## src/rtl/bpt_pkg.sv

```systemverilog
// Overview of operation
// - Limit code: 3491 mV plus 9.985 mV steps
// - Voltage limit trip: FETs off, charge enable cleared
// - Bit 7 disables; resets to zero
// - Voltage above warning level raises host interrupt
// - Warning code: 3500 mV plus 10 mV steps
// - Current code times 102.5 mA, 2050 mA floor
// - Current limit trip: FETs off, charge enable cleared
// - Offset 0 resets and restores to 5Ah
// - Offset 1 resets and restores to 46h
// - Offset 2 resets and restores to 47h
// - Unmapped register reads return all ones
package bpt_pkg;

  // ==========================================================
  // Measurement carriers
  // ==========================================================
  typedef logic [23:0] bpt_meas_t;          // Microvolts or microamps

  // Threshold register: disable bit above 7-bit code
  typedef struct packed {
    logic       off;                        // 1 disables the check
    logic [6:0] code;                       // Threshold code
  } bpt_thr_t;

  // Comparator results, registered
  typedef struct packed {
    logic ovp;                              // Voltage at or over limit
    logic warn;                             // Voltage over warning level
    logic ocp;                              // Current at or over limit
  } bpt_trip_t;

  // ==========================================================
  // Register map
  // ==========================================================
  localparam logic [7:0] OVP_LIMIT_ADDR = 8'h00;  // Voltage limit
  localparam logic [7:0] OVP_WARN_ADDR  = 8'h01;  // Voltage warning
  localparam logic [7:0] OCP_LIMIT_ADDR = 8'h02;  // Current limit
  localparam logic [7:0] UNMAPPED_DATA  = 8'hFF;  // Read of a hole

  localparam bpt_thr_t OVP_LIMIT_RST = 8'h5A;     // 4389.65 mV
  localparam bpt_thr_t OVP_WARN_RST  = 8'h46;     // 4200 mV
  localparam bpt_thr_t OCP_LIMIT_RST = 8'h47;     // 7277.5 mA

  // ==========================================================
  // Threshold scaling, in uV and uA
  // ==========================================================
  localparam bpt_meas_t OVP_BASE_UV  = 24'h3544B8; // 3491000 uV
  localparam bpt_meas_t OVP_STEP_UV  = 24'h002701; // 9985 uV
  localparam bpt_meas_t WARN_BASE_UV = 24'h3567E0; // 3500000 uV
  localparam bpt_meas_t WARN_STEP_UV = 24'h002710; // 10000 uV
  localparam bpt_meas_t OCP_BASE_UA  = 24'h000000; // No offset
  localparam bpt_meas_t OCP_STEP_UA  = 24'h019064; // 102500 uA
  localparam logic [6:0] OCP_MIN_CODE = 7'h14;     // 2050 mA floor

  // ==========================================================
  // Serial link constants
  // ==========================================================
  localparam logic [3:0] BYTE_BITS = 4'h8;         // Bits per byte
  localparam logic [6:0] DEV_ADDR_DEFAULT = 7'h2A; // Arbitrary value

  // Serial slave states
  typedef enum logic [3:0] {
    ST_IDLE     = 4'h0,
    ST_ADDR     = 4'h1,
    ST_ACK_ADDR = 4'h2,
    ST_PTR      = 4'h3,
    ST_ACK_PTR  = 4'h4,
    ST_WDATA    = 4'h5,
    ST_ACK_W    = 4'h6,
    ST_RDATA    = 4'h7,
    ST_ACK_R    = 4'h8
  } bpt_state_t;

  // ==========================================================
  // Helpers
  // ==========================================================
  // Linear code to physical threshold
  function automatic bpt_meas_t bpt_scale(input logic [6:0] code,
                                          input bpt_meas_t base,
                                          input bpt_meas_t step);
    bpt_meas_t wide_code;
    wide_code = {17'h00000, code};
    return base + wide_code * step;
  endfunction : bpt_scale

endpackage : bpt_pkg

```

## src/rtl/bpt_threshold_cmp.sv

```systemverilog
`timescale 1ns/1ps
module bpt_threshold_cmp (
  input  wire logic              clk,
  input  wire logic              nrst,
  input  wire bpt_pkg::bpt_thr_t ovp_cfg,
  input  wire bpt_pkg::bpt_thr_t warn_cfg,
  input  wire bpt_pkg::bpt_thr_t ocp_cfg,
  input  wire bpt_pkg::bpt_meas_t vbat_uv,
  input  wire bpt_pkg::bpt_meas_t ibat_ua,
  output bpt_pkg::bpt_trip_t     trip
);
  import bpt_pkg::*;

  bpt_meas_t  ovp_level;                    // Decoded voltage limit
  bpt_meas_t  warn_level;                   // Decoded warning level
  bpt_meas_t  ocp_level;                    // Decoded current limit
  logic [6:0] ocp_code;                     // Clamped current code
  bpt_trip_t  next_trip;                    // Comparator outcome

  // ==========================================================
  // Decode and compare
  // ==========================================================
  // Thresholds follow the live register value, no staging
  always_comb begin
    ovp_level  = bpt_scale(ovp_cfg.code, OVP_BASE_UV, OVP_STEP_UV);
    warn_level = bpt_scale(warn_cfg.code, WARN_BASE_UV, WARN_STEP_UV);
    // Codes below the usable floor act as the floor
    ocp_code   = (ocp_cfg.code < OCP_MIN_CODE) ? OCP_MIN_CODE : ocp_cfg.code;
    ocp_level  = bpt_scale(ocp_code, OCP_BASE_UA, OCP_STEP_UA);
    next_trip.ovp  = !ovp_cfg.off && (vbat_uv >= ovp_level);
    next_trip.warn = !warn_cfg.off && (vbat_uv > warn_level);
    next_trip.ocp  = !ocp_cfg.off && (ibat_ua >= ocp_level);
  end

  // One register stage keeps the wide compare off the FET path
  always_ff @(posedge clk) begin
    if (!nrst) begin
      trip <= '0;
    end else begin
      trip <= next_trip;
    end
  end

endmodule : bpt_threshold_cmp

```

## src/rtl/bpt_protect_regs.sv

```systemverilog
`timescale 1ns/1ps
module bpt_protect_regs #(
  parameter logic [6:0] DEV_ADDR = bpt_pkg::DEV_ADDR_DEFAULT  // Arbitrary value
) (
  input  wire logic               clk,
  input  wire logic               nrst,
  input  wire logic               scl_in,
  input  wire logic               sda_in,
  output logic                    sda_out,
  output logic                    sda_oe,
  input  wire logic               reg_rst,
  input  wire logic               charge_enable_set,
  input  wire bpt_pkg::bpt_meas_t vbat_uv,
  input  wire bpt_pkg::bpt_meas_t ibat_ua,
  output logic                    charge_enable_bit,
  output logic                    batt_fet_on,
  output logic                    switch_fets_on,
  output logic                    int_n
);
  import bpt_pkg::*;

  // ==========================================================
  // Pin synchronisers
  // ==========================================================
  logic scl_s1, scl_s2, scl_d;              // SCL stages and history
  logic sda_s1, sda_s2, sda_d;              // SDA stages and history
  logic scl_rise, scl_fall;                 // Clock edges
  logic start_seen, stop_seen;              // Bus conditions

  // Only the second stage and its history feed edge logic
  always_ff @(posedge clk) begin
    if (!nrst) begin
      scl_s1 <= 1'b1;
      scl_s2 <= 1'b1;
      scl_d  <= 1'b1;
      sda_s1 <= 1'b1;
      sda_s2 <= 1'b1;
      sda_d  <= 1'b1;
    end else begin
      scl_s1 <= scl_in;
      scl_s2 <= scl_s1;
      scl_d  <= scl_s2;
      sda_s1 <= sda_in;
      sda_s2 <= sda_s1;
      sda_d  <= sda_s2;
    end
  end

  always_comb begin
    scl_rise   = scl_s2 && !scl_d;
    scl_fall   = !scl_s2 && scl_d;
    start_seen = scl_s2 && scl_d && !sda_s2 && sda_d;
    stop_seen  = scl_s2 && scl_d && sda_s2 && !sda_d;
  end

  // ==========================================================
  // Register file
  // ==========================================================
  bpt_thr_t ovp_cfg, next_ovp_cfg;          // Voltage limit register
  bpt_thr_t warn_cfg, next_warn_cfg;        // Voltage warning register
  bpt_thr_t ocp_cfg, next_ocp_cfg;          // Current limit register
  logic       wr_strobe;                    // Byte write completes
  logic [7:0] wr_addr;                      // Target of that byte
  logic [7:0] wr_data;                      // Byte written

  // Read decode, holes answer all ones
  function automatic logic [7:0] read_mux(input logic [7:0] addr,
                                          input bpt_thr_t r0,
                                          input bpt_thr_t r1,
                                          input bpt_thr_t r2);
    case (addr)
      OVP_LIMIT_ADDR: read_mux = r0;
      OVP_WARN_ADDR:  read_mux = r1;
      OCP_LIMIT_ADDR: read_mux = r2;
      default:        read_mux = UNMAPPED_DATA;
    endcase
  endfunction : read_mux

  // Reset command beats a write landing in the same cycle
  always_comb begin
    next_ovp_cfg  = ovp_cfg;
    next_warn_cfg = warn_cfg;
    next_ocp_cfg  = ocp_cfg;
    if (reg_rst) begin
      next_ovp_cfg  = OVP_LIMIT_RST;
      next_warn_cfg = OVP_WARN_RST;
      next_ocp_cfg  = OCP_LIMIT_RST;
    end else if (wr_strobe) begin
      // Writes to holes are dropped
      case (wr_addr)
        OVP_LIMIT_ADDR: next_ovp_cfg  = wr_data;
        OVP_WARN_ADDR:  next_warn_cfg = wr_data;
        OCP_LIMIT_ADDR: next_ocp_cfg  = wr_data;
        default:        next_ovp_cfg  = ovp_cfg;
      endcase
    end
  end

  always_ff @(posedge clk) begin
    if (!nrst) begin
      ovp_cfg  <= OVP_LIMIT_RST;
      warn_cfg <= OVP_WARN_RST;
      ocp_cfg  <= OCP_LIMIT_RST;
    end else begin
      ovp_cfg  <= next_ovp_cfg;
      warn_cfg <= next_warn_cfg;
      ocp_cfg  <= next_ocp_cfg;
    end
  end

  // ==========================================================
  // Serial slave
  // ==========================================================
  bpt_state_t state, next_state;            // Protocol position
  logic [3:0] bit_cnt, next_bit_cnt;        // Bits of current byte
  logic [7:0] shift_in, next_shift_in;      // Received bits
  logic [7:0] shift_out, next_shift_out;    // Bits still to send
  logic [7:0] ptr, next_ptr;                // Register pointer
  logic       rd_dir, next_rd_dir;          // Read transfer
  logic       nack, next_nack;              // Master declined more
  logic       next_sda_oe;                  // Pull SDA low

  // Sample on SCL rise, change SDA only on SCL fall
  always_comb begin
    next_state     = state;
    next_bit_cnt   = bit_cnt;
    next_shift_in  = shift_in;
    next_shift_out = shift_out;
    next_ptr       = ptr;
    next_rd_dir    = rd_dir;
    next_nack      = nack;
    next_sda_oe    = sda_oe;
    wr_strobe      = 1'b0;
    wr_addr        = ptr;
    wr_data        = shift_in;
    if (start_seen) begin
      // Repeated start restarts from the address byte
      next_state   = ST_ADDR;
      next_bit_cnt = '0;
      next_sda_oe  = 1'b0;
    end else if (stop_seen) begin
      next_state  = ST_IDLE;
      next_sda_oe = 1'b0;
    end else begin
      case (state)
        ST_IDLE: begin
          next_sda_oe = 1'b0;
        end
        ST_ADDR, ST_PTR, ST_WDATA: begin
          if (scl_rise) begin
            next_shift_in = {shift_in[6:0], sda_s2};
            next_bit_cnt  = bit_cnt + 4'h1;
          end else if (scl_fall && bit_cnt == BYTE_BITS) begin
            next_sda_oe = 1'b1;
            if (state == ST_ADDR) begin
              next_rd_dir = shift_in[0];
              if (shift_in[7:1] == DEV_ADDR) begin
                next_state = ST_ACK_ADDR;
              end else begin
                // Other device addressed, stay off the bus
                next_state  = ST_IDLE;
                next_sda_oe = 1'b0;
              end
            end else if (state == ST_PTR) begin
              next_ptr   = shift_in;
              next_state = ST_ACK_PTR;
            end else begin
              // Byte complete: lands in the register now
              wr_strobe  = 1'b1;
              next_ptr   = ptr + 8'h01;
              next_state = ST_ACK_W;
            end
          end
        end
        ST_ACK_ADDR: begin
          if (scl_fall) begin
            next_bit_cnt = '0;
            if (rd_dir) begin
              next_shift_out = read_mux(ptr, ovp_cfg, warn_cfg, ocp_cfg);
              next_sda_oe    = !next_shift_out[7];
              next_state     = ST_RDATA;
            end else begin
              next_sda_oe = 1'b0;
              next_state  = ST_PTR;
            end
          end
        end
        ST_ACK_PTR, ST_ACK_W: begin
          if (scl_fall) begin
            next_bit_cnt = '0;
            next_sda_oe  = 1'b0;
            next_state   = ST_WDATA;
          end
        end
        ST_RDATA: begin
          if (scl_rise) begin
            next_bit_cnt = bit_cnt + 4'h1;
          end else if (scl_fall) begin
            if (bit_cnt == BYTE_BITS) begin
              // Release SDA for the master's acknowledge
              next_sda_oe = 1'b0;
              next_ptr    = ptr + 8'h01;
              next_state  = ST_ACK_R;
            end else begin
              next_shift_out = {shift_out[6:0], 1'b1};
              next_sda_oe    = !shift_out[6];
            end
          end
        end
        ST_ACK_R: begin
          if (scl_rise) begin
            next_nack = sda_s2;
          end else if (scl_fall) begin
            next_bit_cnt = '0;
            if (nack) begin
              next_state = ST_IDLE;
            end else begin
              next_shift_out = read_mux(ptr, ovp_cfg, warn_cfg, ocp_cfg);
              next_sda_oe    = !next_shift_out[7];
              next_state     = ST_RDATA;
            end
          end
        end
        default: begin
          next_state  = ST_IDLE;
          next_sda_oe = 1'b0;
        end
      endcase
    end
  end

  always_ff @(posedge clk) begin
    if (!nrst) begin
      state     <= ST_IDLE;
      bit_cnt   <= '0;
      shift_in  <= '0;
      shift_out <= '0;
      ptr       <= '0;
      rd_dir    <= 1'b0;
      nack      <= 1'b0;
      sda_oe    <= 1'b0;
      sda_out   <= 1'b0;
    end else begin
      state     <= next_state;
      bit_cnt   <= next_bit_cnt;
      shift_in  <= next_shift_in;
      shift_out <= next_shift_out;
      ptr       <= next_ptr;
      rd_dir    <= next_rd_dir;
      nack      <= next_nack;
      sda_oe    <= next_sda_oe;
      sda_out   <= 1'b0;                    // Open drain only pulls low
    end
  end

  // ==========================================================
  // Protection actions
  // ==========================================================
  bpt_trip_t trip;                          // Registered comparisons
  logic      next_charge_enable;            // Charge enable next

  bpt_threshold_cmp u_cmp (
    .clk      (clk),
    .nrst     (nrst),
    .ovp_cfg  (ovp_cfg),
    .warn_cfg (warn_cfg),
    .ocp_cfg  (ocp_cfg),
    .vbat_uv  (vbat_uv),
    .ibat_ua  (ibat_ua),
    .trip     (trip)
  );

  // A trip wins over a set; the host must not re-enable into a fault
  always_comb begin
    next_charge_enable = charge_enable_bit;
    if (trip.ovp || trip.ocp) begin
      next_charge_enable = 1'b0;
    end else if (charge_enable_set) begin
      next_charge_enable = 1'b1;
    end
  end

  // FETs follow charge enable, so a trip shuts both at once
  always_ff @(posedge clk) begin
    if (!nrst) begin
      charge_enable_bit <= 1'b0;
      batt_fet_on       <= 1'b0;
      switch_fets_on    <= 1'b0;
      int_n             <= 1'b1;
    end else begin
      charge_enable_bit <= next_charge_enable;
      batt_fet_on       <= next_charge_enable;
      switch_fets_on    <= next_charge_enable;
      int_n             <= !trip.warn;
    end
  end

endmodule : bpt_protect_regs

```

## config.mk

```make
export PLATFORM = sky130hd
export DESIGN_NAME = bpt_protect_regs
export DESIGN_NICKNAME = d
export VERILOG_FILES = /design/src/rtl/bpt_pkg.sv /design/src/rtl/bpt_threshold_cmp.sv /design/src/rtl/bpt_protect_regs.sv
export SDC_FILE = /design/constraint.sdc
export NUM_CORES = 1
export LEC_CHECK = 0
export ABC_AREA = 1
export BUFFER_PORTS_ARGS = -buffer_cell sky130_fd_sc_hd__buf_2
export CORE_UTILIZATION = 30
export DETAILED_ROUTE_END_ITERATION = 6
export PLACE_DENSITY = 0.49
export SYNTH_ARGS = -nofsm -noshare
export SYNTH_HDL_FRONTEND = slang
export SYNTH_HIERARCHICAL = 1
export SYNTH_SLANG_ARGS = --single-unit
```

## constraint.sdc

```tcl
create_clock -name clk -period 6 [get_ports clk]
set_input_delay 0.3 -clock clk [delete_from_list [all_inputs] [get_ports clk]]
set_output_delay 0.3 -clock clk [all_outputs]
set_load 0.03 [all_outputs]
```

# == Word-level counts from Yosys, hierarchy flattened ==
# Cells that the tools add are included.
# totals
regBits,69
wordCells,198
input_bits,54
out_inout_bits,6
# classes
n_eq_ne,36
n_addsub,4
mux,72
reduce_logical,48
n_mul,3
bitwise,5
magnitude_cmp,4
# op_table
cell,count
2-to-1 mux 8 bit,18
2-to-1 mux 7 bit,9
2-to-1 mux 4 bit,13
>= comparator 24 bit,2
adder 22 x 21 -> 23 bit (first input constant),2
!= test 4 bit (second input constant),9
!= test 2 bit (second input constant),13
greater-than comparator 24 bit,1
case mux 4 bit (6 select lines),1
case mux 8 bit (3 select lines),1
multiplier 7 x 15 -> 22 bit (second input constant),1
2-to-1 mux 1 bit,22
multiplier 7 x 14 -> 21 bit (second input constant),1
case mux 7 bit (3 select lines),1
AND reduction 10 bit,2
AND reduction 9 bit,2
multiplier 7 x 10 -> 17 bit (second input constant),1
== test 4 x 3 -> 1 bit (second input constant),4
case mux 8 bit (2 select lines),1
case mux 4 bit (3 select lines),1
AND reduction 4 bit,3
logical AND 1 bit,11
logical NOT 1 bit,11
AND reduction 11 bit,1
25 further kinds,41

# == Depth between registers and ports, before layout ==
# Gate-level depths: netlist (run 1).
# depth
word_depth,13
depth_mapped,33
depth_no_buf,33

# == Modules after synthesis ==
# Netlist (run 1), hierarchy kept.
# modules_own_cells
mod,area_each_um2,instances,cells_per_inst,seq_area_each_um2
bpt_threshold_cmp,5477.8,1,790,60.1
bpt_protect_regs,3350.7,1,471,1321.3

# == Worst setup path after synthesis (run 1) ==
# OpenSTA, ideal clock, no wires.
# synth_path
path_type,register to register
startpoint,"register, netlist name ovp_cfg[5]"
endpoint,"register, netlist name u_cmp/trip[2]"
setup_slack_ns,1.565
required_time_ns,5.891
n_path_buf,0
path_stages_with_launch,21
period_less_slack_ns,4.435
setup_ns,0.109
arrival_ns,4.326
path_cell_list,dfxtp_1 inv_1 ha_1 inv_1 fa_1 fa_1 inv_1 fa_1 ha_1 a21o_1 a31oi_1 nand3_1 a21oi_1 xor2_1 ha_1 a21oi_1 o21ai_0 a211oi_1 nand4_1 nand2_1 inv_1
# synth_between
elab_chain_len,4
# synth_rtl
item,line,source
multiplier 7 x 14 -> 21 bit,bpt_pkg.sv:84,return base + wide_code * step;
adder 22 x 21 -> 23 bit,bpt_pkg.sv:84,
>= comparator 24 bit,bpt_threshold_cmp.sv:30,next_trip.ovp = !ovp_cfg.off && (vbat_uv >= ovp_level);
logical AND 1 bit,bpt_threshold_cmp.sv:30,
# No other way between the ends.
# A chain may end at the register's enable or synchronous reset.

# == Worst setup path after layout (run 1) ==
# layout_path
startpoint,"register, netlist name ocp_cfg[5]"
endpoint,"register, netlist name u_cmp/trip[0]"
# layout_between
elab_chain_len,5
# layout_rtl
item,line,source
< comparator 7 x 5 -> 1 bit,bpt_threshold_cmp.sv:28,ocp_code = (ocp_cfg.code < OCP_MIN_CODE) ? OCP_MIN_CODE : ocp_cfg.code;
2-to-1 mux 7 bit (*),bpt_threshold_cmp.sv:28,
multiplier 7 x 15 -> 22 bit (*),bpt_pkg.sv:84,
>= comparator 24 bit (*),bpt_threshold_cmp.sv:32,next_trip.ocp = !ocp_cfg.off && (ibat_ua >= ocp_level);
logical AND 1 bit (*),bpt_threshold_cmp.sv:32,
# Mark *: on every way between the ends. The rest lies on a longest branch, timed or not.

==> flow_summary_export.csv, run 1 <==
group,metric,value,unit
outcome,status,"finished clean",
floorplan,die_h,174,um
setup_path,cp.depth,31,
cts,cts_resized,0,
cts,cts_tree,"done",
timing,maxSlewViolCount,0,
layout,fin_util,34.0,%
timing,min_period,5.19,ns
floorplan,start_util,30.6,%
setup_path,r2r_slack,0.81,ns
synthesis,syn_avg_cell_area,7.00,um2
setup_path,crit_type,"flop to flop",
detailed_routing,drcViolationCount,0,
setup_path,r2r_end,"u_cmp/trip[0]$_SDFF_PN0_",
synthesis,async_flop_share,0,%
floorplan,num_rows,62,
setup_path,worstPathArrival,5.47,ns
pwr,intPower,787,uW
synthesis,yosys.area.top_type,"ha_1",
synthesis,synth_cell_types,53,
detailed_routing,drtPass1Iterations,5,
cts,cts.sinks,69,
layout,area_delta_synth_final,11.1,%
pwr,ir_drop,0.0946,mV
synthesis,yosysTopAreaCellShare,26.9,%
cts,root_buffer,"clkbuf_16",
setup_path,r2r_start,"ocp_cfg[5]$_SDFFE_PP0P_",
timing,max_freq,0.193,GHz
global_route,grt_max_degree,26,
synthesis,yosysSeqAreaShare,15.6,%
detailed_routing,num_vias,7945,
setup_path,startpoint,"ocp_cfg[5]$_SDFFE_PP0P_",
setup_path,required,6.29,ns
setup_path,cp_common_cell,"nand2_1",
setup_path,r2r_cells,31,
pwr,power_switching,296,uW
synthesis,yosys_warnings,6,
synthesis,ys_top_cells_by_area,"ha_1, dfxtp_1, nand2_1",
setup_path,critPathCapture,"u_cmp/trip[0]$_SDFF_PN0_",
cts,path_clk_slew,0.07,ns
timing,grt_setup_unrepaired,"false",
timing,fin_tns_setup,0,ns
synthesis,syn_area,8830,um2
pwr,seq_power_share,43.0,%
setup_path,crit_family,"adder cells",
timing,worst_pin_slew,0.815,ns
layout,drive_gt1_share,9.00,%
setup_path,crit_path_start_kind,"flop",
timing,period_share,86.5,%
pwr,swShare,27.3,%
timing,clock_skew,0.0146,ns
pwr,power,1.08,mW
setup_path,slowest_delay,0.53,ns
synthesis,syn_nets,1525,
synthesis,syn-instance-count,1261,
cts,htree_levels,3,
floorplan,fp.dieArea,30100,um2
timing,whs,0.129,ns
cts,cts_hold_buf,0,
setup_path,crit_fanout,6,
place,dpl.hpwl,19700,um
synthesis,synthFlopType,"dfxtp_1",
detailed_routing,ant_nets,0,
cts,clkLatencyLatePin,0.35,ns
global_route,grt_overflow,0,
cts,post_cts.repair.setup_buffers,0,
global_route,grt_pass1_wl,38500,um
detailed_routing,drtIter0Drc,426,
synthesis,synth_edf_count,0,
timing,finalSetupViolations,0,
hold_path,hold_depth,2,
global_route,antenna_found_initial,0,
hold_path,min_path_type,"input pin to flop",
timing,relSlewSlack,45.2,%
synthesis,ys_ff_latch,69,
pwr,pwr-share-clk,47.8,%
floorplan,core_area,28900,um2
layout,antennaDiodeCount,0,
floorplan,die_x,174,um
cts,cts_buffer_depth,2,
detailed_routing,viasPerCell,4.66,
layout,fill_cells,3162,
layout,num-nets-final,1581,
run,cap_viol_max_count,0,
detailed_routing,wl_per_cell,13.6,um
pwr,pwr-share-comb,9.3,%
place,io_buffers,58,
place,gp_congestion,0.847,
pwr,static-leakage-power,5.16,nW
global_route,track_usage,15.7,%
detailed_routing,drt-total-wl,23100,um
cts,numCtsBuffers,9,
global_route,first_global_vias,7789,
floorplan,io_pins,60,
pwr,p_per_area,110,nW/um2
setup_path,slowest_stage,"fa_1",
timing,hold_viol,0,
setup_path,cp_num_buf_inv,7,
setup_path,endpoint_kind,"flop",
registers in the layout, summed over array words and instances (netlist names), 3 cells and up:
register / count
u_cmp/trip: 3
ovp_cfg: 8
shift_out: 7
ptr: 8
state: 4
ocp_cfg: 8
shift_in: 8
warn_cfg: 8
bit_cnt: 4
power by group through the flow:
stage               clock network (mW)  logic (mW)  registers (mW)
floorplan                            0      0.0577           0.476
global placement                     0      0.0998           0.476
detailed placement                   0       0.101           0.476
CTS                              0.526       0.101           0.466
global route                     0.545       0.115           0.466
finish                           0.518       0.100           0.465
cells in the mapped netlist (15+ instances only):
master,number
o21ai_0,54
nor3_1,15
nand3_1,80
xnor2_1,16
fa_1,20
a21oi_1,108
inv_1,207
nand4_1,20
nand2_1,242
ha_1,190
nor2_1,99
dfxtp_1,69
xor2_1,26
layer usage:
metal  share of wire (%)  global-route usage [%]
met1                  50                    20.9
met2                  47                    27.4
met3                 2.3                    1.43
met4                 1.0                    3.58
met5                   0                       0
how the worst min path moves through the flow:
stage / start / endpoint / slack [ns]
2_1_floorplan: u_cmp/trip[1]$_SDFF_PN0_ / int_n$_SDFF_PN1_ / 0.35
3_3_place_gp: u_cmp/trip[2]$_SDFF_PN0_ / switch_fets_on$_SDFFE_PP0P_ / 0.38
3_5_place_dp: u_cmp/trip[2]$_SDFF_PN0_ / switch_fets_on$_SDFFE_PP0P_ / 0.38
4_1_cts: sda_in / sda_s1$_SDFF_PN1_ / 0.12
5_1_grt: sda_in / sda_s1$_SDFF_PN1_ / 0.13
6_report: sda_in / sda_s1$_SDFF_PN1_ / 0.13
through the flow:
step	setup WS, ns	area (um2)	cells
after floorplan	1.57	8830	1261
after global placement	0.838	9530	1690
after detailed placement	0.800	9530	1690
after CTS	0.781	9810	1706
after global routing	0.334	9810	1706
final	0.813	9810	1706
area by class of cell:
| type | count | area (um2) | area share (%) |
|---|---|---|---|
| clock buffer | 9 | 225 | 2.30 |
| clock inverter | 7 | 56.3 | 0.574 |
| inverter | 215 | 810 | 8.25 |
| multi-input combinational | 963 | 6560 | 66.9 |
| sequential | 69 | 1380 | 14.1 |
| tap | 384 | 480 | 4.90 |
| timing repair buffer | 59 | 298 | 3.04 |
placed cells by master (no fill, tap or decap), drive strengths merged, types with 3 or more instances in the layout:
| master | count |
|---|---|
| or2 | 8 |
| nor3 | 16 |
| clkinv | 3 |
| a31oi | 5 |
| inv | 218 |
| nor2 | 110 |
| xor2 | 26 |
| o21bai | 5 |
| clkbuf | 9 |
| nor4 | 3 |
| a211oi | 8 |
| o211ai | 9 |
| buf | 59 |
| nand4 | 21 |
| a21oi | 109 |
| nand3 | 84 |
| o21ai | 68 |
| nand2 | 250 |
| ha | 190 |
| xnor2 | 16 |
| fa | 20 |
| dfxtp | 69 |
kinds of logic after synthesis:
group / after synthesis / synth area share, %
AND/OR/NAND/NOR: 496 / 25.2
buffers and inverters: 229 / 10.1
AO/OA/AOI/OAI: 214 / 13.4
adder cells (fa/ha/maj): 210 / 31.5
flip-flops: 69 / 15.6
XOR/XNOR: 42 / 4.17
other: 1 / 0.0425
No activity file was read; power rests on OpenSTA's default activity.
==> inputs of run 2 (changes only) <==
--- a/config.mk
+++ b/config.mk
@@ -7,9 +7,9 @@
 export LEC_CHECK = 0
 export ABC_AREA = 1
 export BUFFER_PORTS_ARGS = -buffer_cell sky130_fd_sc_hd__buf_2
-export CORE_UTILIZATION = 30
+export CORE_UTILIZATION = 45
 export DETAILED_ROUTE_END_ITERATION = 6
-export PLACE_DENSITY = 0.49
+export REMOVE_ABC_BUFFERS = 1
 export SYNTH_ARGS = -nofsm -noshare
 export SYNTH_HDL_FRONTEND = slang
 export SYNTH_HIERARCHICAL = 1
==> run 2 against run 1 <==
- routed wire length down 6.6%
- highest routed layer unchanged
- global-route usage up 6.4 points
- sequential cell count did not move
- worst setup slack lost 0.11 ns
- core utilization is 17 points higher
- combinational power hardly changed
- worst hold slack better by 0.016 ns
- fmax down 2.1%
- sequential power about the same
- non-clock buffer count shrank 1
- critical path depth is 11 lower
- first-iteration DRC count is 3.5% higher
==> flow_summary_export.csv, run 2 (synthesized netlist as in run 1, its figures left out) <==
group,metric,value,unit
place,gp_congestion,0.872,
cts,cts_tree,"done",
setup_path,r2r_end,"u_cmp/trip[2]$_SDFF_PN0_",
timing,fin_tns_setup,0,ns
setup_path,r2r_start,"ovp_cfg[5]$_SDFFE_PP0P_",
hold_path,hold_depth,2,
setup_path,slowest_delay,0.53,ns
detailed_routing,drt-total-wl,21600,um
global_route,track_usage,22.2,%
detailed_routing,ant_nets,0,
cts,cts_hold_buf,0,
cts,numCtsBuffers,9,
setup_path,crit_chain,"inv_1 > ha_1 > inv_1 > fa_1 > fa_1 > inv_1 > fa_1 > ha_1 > a21o_1 > a31oi_1 > nand3_1 > a21oi_1 > xor2_1 > ha_1 > a21oi_1 > o21ai_0 > a211oi_1 > nand4_1 > nand2_1 > inv_1",
layout,multi_input_area,6560,um2
floorplan,die_h,142,um
setup_path,critPathCapture,"u_cmp/trip[2]$_SDFF_PN0_",
floorplan,num_rows,50,
cts,post_cts.repair.setup_buffers,0,
layout,final_common_cell,"nand2_1",
setup_path,cp_common_cell,"inv_1",
floorplan,core_area,19000,um2
hold_path,min_path_type,"input pin to flop",
setup_path,cp.depth,20,
floorplan,fp.dieArea,20200,um2
detailed_routing,viasPerCell,5.10,
pwr,static-leakage-power,5.15,nW
timing,min_period,5.30,ns
layout,seq_area,1380,um2
setup_path,required,6.23,ns
detailed_routing,num_vias,8071,
timing,hold_viol,0,
place,dpl.hpwl,18000,um
layout,drive_gt1_share,8.86,%
cts,clkLatencyLatePin,0.34,ns
layout,design_area,9660,um2
pwr,p_per_area,114,nW/um2
outcome,status,"finished clean",
cts,cts_resized,0,
detailed_routing,drtPass1Iterations,7,
global_route,grt_overflow,0,
cts,htree_levels,3,
setup_path,worstPathArrival,5.53,ns
setup_path,r2r_cells,20,
setup_path,startpoint,"ovp_cfg[5]$_SDFFE_PP0P_",
setup_path,crit_family,"adder cells",
setup_path,crit_path_start_kind,"flop",
timing,clock_skew,0.00844,ns
pwr,ir_drop,0.171,mV
layout,num-nets-final,1580,
cts,cts.sinks,69,
timing,relSlewSlack,36.8,%
setup_path,crit_type,"flop to flop",
run,cap_viol_max_count,0,
global_route,antenna_found_initial,0,
timing,period_share,88.3,%
place,place_ws,0.704,ns
detailed_routing,wl_per_cell,13.7,um
layout,layout_common_cells,"nand2_1, inv_1, ha_1",
timing,worst_pin_slew,0.945,ns
layout,area_delta_synth_final,9.44,%
timing,maxSlewViolCount,0,
floorplan,start_util,46.6,%
cts,path_clk_slew,0.06,ns
pwr,power,1.11,mW
setup_path,slowest_stage,"fa_1",
layout,fill_cells,1925,
floorplan,io_pins,60,
place,place_area,9360,um2
floorplan,die_x,142,um
global_route,first_global_vias,7516,
setup_path,r2r_slack,0.70,ns
timing,max_freq,0.189,GHz
global_route,grt_pass1_wl,35800,um
timing,fin_ws,0.702,ns
setup_path,endpoint_kind,"flop",
cts,root_buffer,"clkbuf_16",
setup_path,crit_fanout,6,
timing,grt_setup_unrepaired,"false",
setup_path,cp_num_buf_inv,4,
place,io_buffers,58,
detailed_routing,drcViolationCount,0,
layout,antennaDiodeCount,0,
detailed_routing,drtIter0Drc,441,
global_route,grt_max_degree,26,
cts,cts_buffer_depth,2,
timing,finalSetupViolations,0,
==> run 2: how the worst min path moves through the flow <==
stage                                             end                startpoint  slack (ns)
after floorplan                      int_n$_SDFF_PN1_  u_cmp/trip[1]$_SDFF_PN0_        0.35
after global placement    switch_fets_on$_SDFFE_PP0P_  u_cmp/trip[0]$_SDFF_PN0_        0.38
after detailed placement             int_n$_SDFF_PN1_  u_cmp/trip[1]$_SDFF_PN0_        0.38
after CTS                           sda_s1$_SDFF_PN1_                    sda_in        0.13
after global routing                sda_s1$_SDFF_PN1_                    sda_in        0.13
final                               sda_s1$_SDFF_PN1_                    sda_in        0.15
==> run 2: report_power, final <==
part / switching (mW) / internal (mW) / total [mW] / leakage, nW
combinational: 0.0594 / 0.0390 / 0.0983 / 4.46
sequential: 0.00258 / 0.463 / 0.465 / 0.559
clock: 0.217 / 0.325 / 0.542 / 0.136
==> run 2: stage by stage <==
step / util (%) / std cells / hold slack [ns]
after floorplan: - / 1247 / 0.350
after global placement: 49.4 / 1565 / 0.384
after detailed placement: 49.4 / 1565 / 0.379
after CTS: 51.0 / 1581 / 0.133
after global routing: 51.0 / 1581 / 0.133
final: 51.0 / 1581 / 0.145
==> run 2: area by class of cell <==
| type | count | share of cell area, % |
|---|---|---|
| clock buffer | 10 | 2.37 |
| clock inverter | 6 | 0.725 |
| inverter | 215 | 8.38 |
| multi-input combinational | 963 | 67.9 |
| sequential | 69 | 14.3 |
| tap | 260 | 3.37 |
| timing repair buffer | 58 | 3.00 |
==> run 2: metal layers <==
metal	part of all wire, %	global-route usage [%]	wire length, um	vias to the layer above
li1	-	-	-	4278
met1	50	30.2	10900	3613
met2	45	37.4	9780	166
met3	3.4	2.86	733	14
met4	0.83	4.36	180	0
met5	0	0	0	-
==> inputs of run 3 (changes only) <==
--- a/config.mk
+++ b/config.mk
@@ -8,6 +8,7 @@
 export ABC_AREA = 1
 export BUFFER_PORTS_ARGS = -buffer_cell sky130_fd_sc_hd__buf_2
 export CORE_UTILIZATION = 45
+export CTS_BUF_LIST = sky130_fd_sc_hd__clkbuf_8
 export DETAILED_ROUTE_END_ITERATION = 6
 export REMOVE_ABC_BUFFERS = 1
 export SYNTH_ARGS = -nofsm -noshare
==> run 3 against run 2 <==
- final cell count unchanged
- sequential share of layout area increased by 0.15 points
- sequential cell count is the same
- highest routed layer unchanged
- critical path type unchanged
- final area down 1.0%
- count of clock-buffer cells in the layout decreased by 1
- worst setup slack improved by 0.014 ns
- combinational power is essentially flat
- non-clock buffer count stayed put
==> flow_summary_export.csv, run 3 (synthesized netlist as in run 1, its figures left out) <==
group,metric,value,unit
global_route,grt_pass1_wl,35700,um
timing,grt_setup_unrepaired,"false",
setup_path,crit_path_start_kind,"flop",
detailed_routing,wl_per_cell,13.6,um
pwr,pwr-share-comb,10.3,%
detailed_routing,num_vias,8055,
cts,cts_resized,0,
setup_path,r2r_cells,20,
pwr,pwr-share-clk,41.2,%
layout,design_area,9560,um2
detailed_routing,drt-total-wl,21600,um
pwr,power_switching,263,uW
cts,numCtsBuffers,9,
timing,max_freq,0.189,GHz
timing,fin_tns_setup,0,ns
layout,final_common_cell,"nand2_1",
hold_path,hold_depth,2,
detailed_routing,drtPass1Iterations,5,
pwr,swShare,27.5,%
layout,layout_common_cells,"nand2_1, inv_1, ha_1",
layout,fill_cells,1942,
cts,cts.sinks,69,
place,place_ws,0.704,ns
timing,fin_ws,0.716,ns
floorplan,die_x,142,um
layout,area_delta_synth_final,8.29,%
place,place_area,9360,um2
hold_path,min_path_type,"input pin to flop",
cts,cts_buffer_depth,2,
detailed_routing,drcViolationCount,0,
timing,hold_viol,0,
outcome,status,"finished clean",
cts,cts_hold_buf,0,
pwr,static-leakage-power,5.11,nW
floorplan,core_area,19000,um2
pwr,ir_drop,0.187,mV
timing,worst_pin_slew,0.954,ns
timing,maxSlewViolCount,0,
timing,period_share,88.1,%
pwr,p_per_area,100,nW/um2
pwr,intPower,694,uW
setup_path,crit_fanout,6,
cts,post_cts.repair.setup_buffers,0,
detailed_routing,viasPerCell,5.09,
layout,antennaDiodeCount,0,
place,dpl.hpwl,18000,um
setup_path,r2r_slack,0.72,ns
floorplan,die_h,142,um
layout,num-nets-final,1580,
detailed_routing,ant_nets,0,
setup_path,crit_type,"flop to flop",
run,cap_viol_max_count,0,
cts,root_buffer,"clkbuf_8",
global_route,grt_max_degree,26,
timing,finalSetupViolations,0,
layout,drive_gt1_share,8.86,%
timing,min_period,5.28,ns
place,io_buffers,58,
timing,clock_skew,0.0143,ns
cts,htree_levels,3,
place,gp_congestion,0.872,
setup_path,endpoint_kind,"flop",
global_route,track_usage,22.1,%
cts,cts_tree,"done",
floorplan,fp.dieArea,20200,um2
timing,relSlewSlack,36.2,%
floorplan,start_util,46.6,%
floorplan,num_rows,50,
pwr,seq_power_share,48.5,%
global_route,grt_overflow,0,
detailed_routing,drtIter0Drc,360,
setup_path,required,6.25,ns
cts,clkLatencyLatePin,0.36,ns
floorplan,io_pins,60,
global_route,antenna_found_initial,0,
setup_path,worstPathArrival,5.53,ns
cts,path_clk_slew,0.08,ns
global_route,first_global_vias,7510,
[run 3: changes by cell type in the layout (fill, tap and decap cells not counted), sizes merged]
cell	previous run	this run
clkbuf	10	9
inv	216	217
[run 3: worst max-delay path, cell delays in order, from the launching register on]
cell      delay (ns)
dfxtp_1         0.49
inv_1           0.19
ha_1            0.33
inv_1           0.16
fa_1            0.46
fa_1            0.53
inv_1           0.06
fa_1            0.48
ha_1            0.38
a21o_1          0.20
a31oi_1         0.14
nand3_1         0.20
a21oi_1         0.21
xor2_1          0.25
ha_1            0.29
a21oi_1         0.12
o21ai_0         0.09
a211oi_1        0.27
nand4_1         0.17
nand2_1         0.11
inv_1           0.04
[run 3: path summary, 6_finish.rpt]
path                                               start                     endpoint
worst max-delay path             ovp_cfg[5]$_SDFFE_PP0P_     u_cmp/trip[2]$_SDFF_PN0_
worst min-delay path                              sda_in            sda_s1$_SDFF_PN1_
worst max register to register   ovp_cfg[5]$_SDFFE_PP0P_     u_cmp/trip[2]$_SDFF_PN0_
worst min register to register  u_cmp/trip[0]$_SDFF_PN0_  switch_fets_on$_SDFFE_PP0P_
[run 3: power groups by stage]
stage / clock network [mW] / logic, mW / registers [mW]
floorplan: 0 / 0.0524 / 0.478
global placement: 0 / 0.0969 / 0.475
detailed placement: 0 / 0.0980 / 0.475
CTS: 0.409 / 0.0986 / 0.465
global route: 0.427 / 0.113 / 0.465
finish: 0.394 / 0.0984 / 0.465
[run 3: cell type report]
| class | count | area [um2] | area share (%) |
|---|---|---|---|
| clock inverters | 7 | 73.8 | 0.772 |
| multi-input cells | 963 | 6560 | 68.6 |
| inverters | 215 | 810 | 8.47 |
| clock buffers | 9 | 124 | 1.30 |
| repair buffers | 58 | 290 | 3.04 |
| well taps | 260 | 325 | 3.40 |
| flip-flops and latches | 69 | 1380 | 14.4 |
[run 3: per-layer routing]
| metal | vias to the layer above | track usage, % | wire length (um) |
|---|---|---|---|
| met5 | - | 0 | 0 |
| met4 | 0 | 3.57 | 155 |
| met3 | 12 | 2.99 | 727 |
| met2 | 147 | 37.3 | 9770 |
| met1 | 3609 | 30.1 | 10900 |
| li1 | 4287 | - | - |
[run 3: per-stage QoR]
step	util (%)	power, mW	hold WS [ns]	instances
2_1_floorplan	-	0.531	0.350	1247
3_3_place_gp	49.4	0.572	0.384	1565
3_5_place_dp	49.4	0.573	0.379	1565
4_1_cts	50.4	0.972	0.106	1581
5_1_grt	50.4	1.01	0.101	1581
6_report	50.4	0.957	0.122	1581
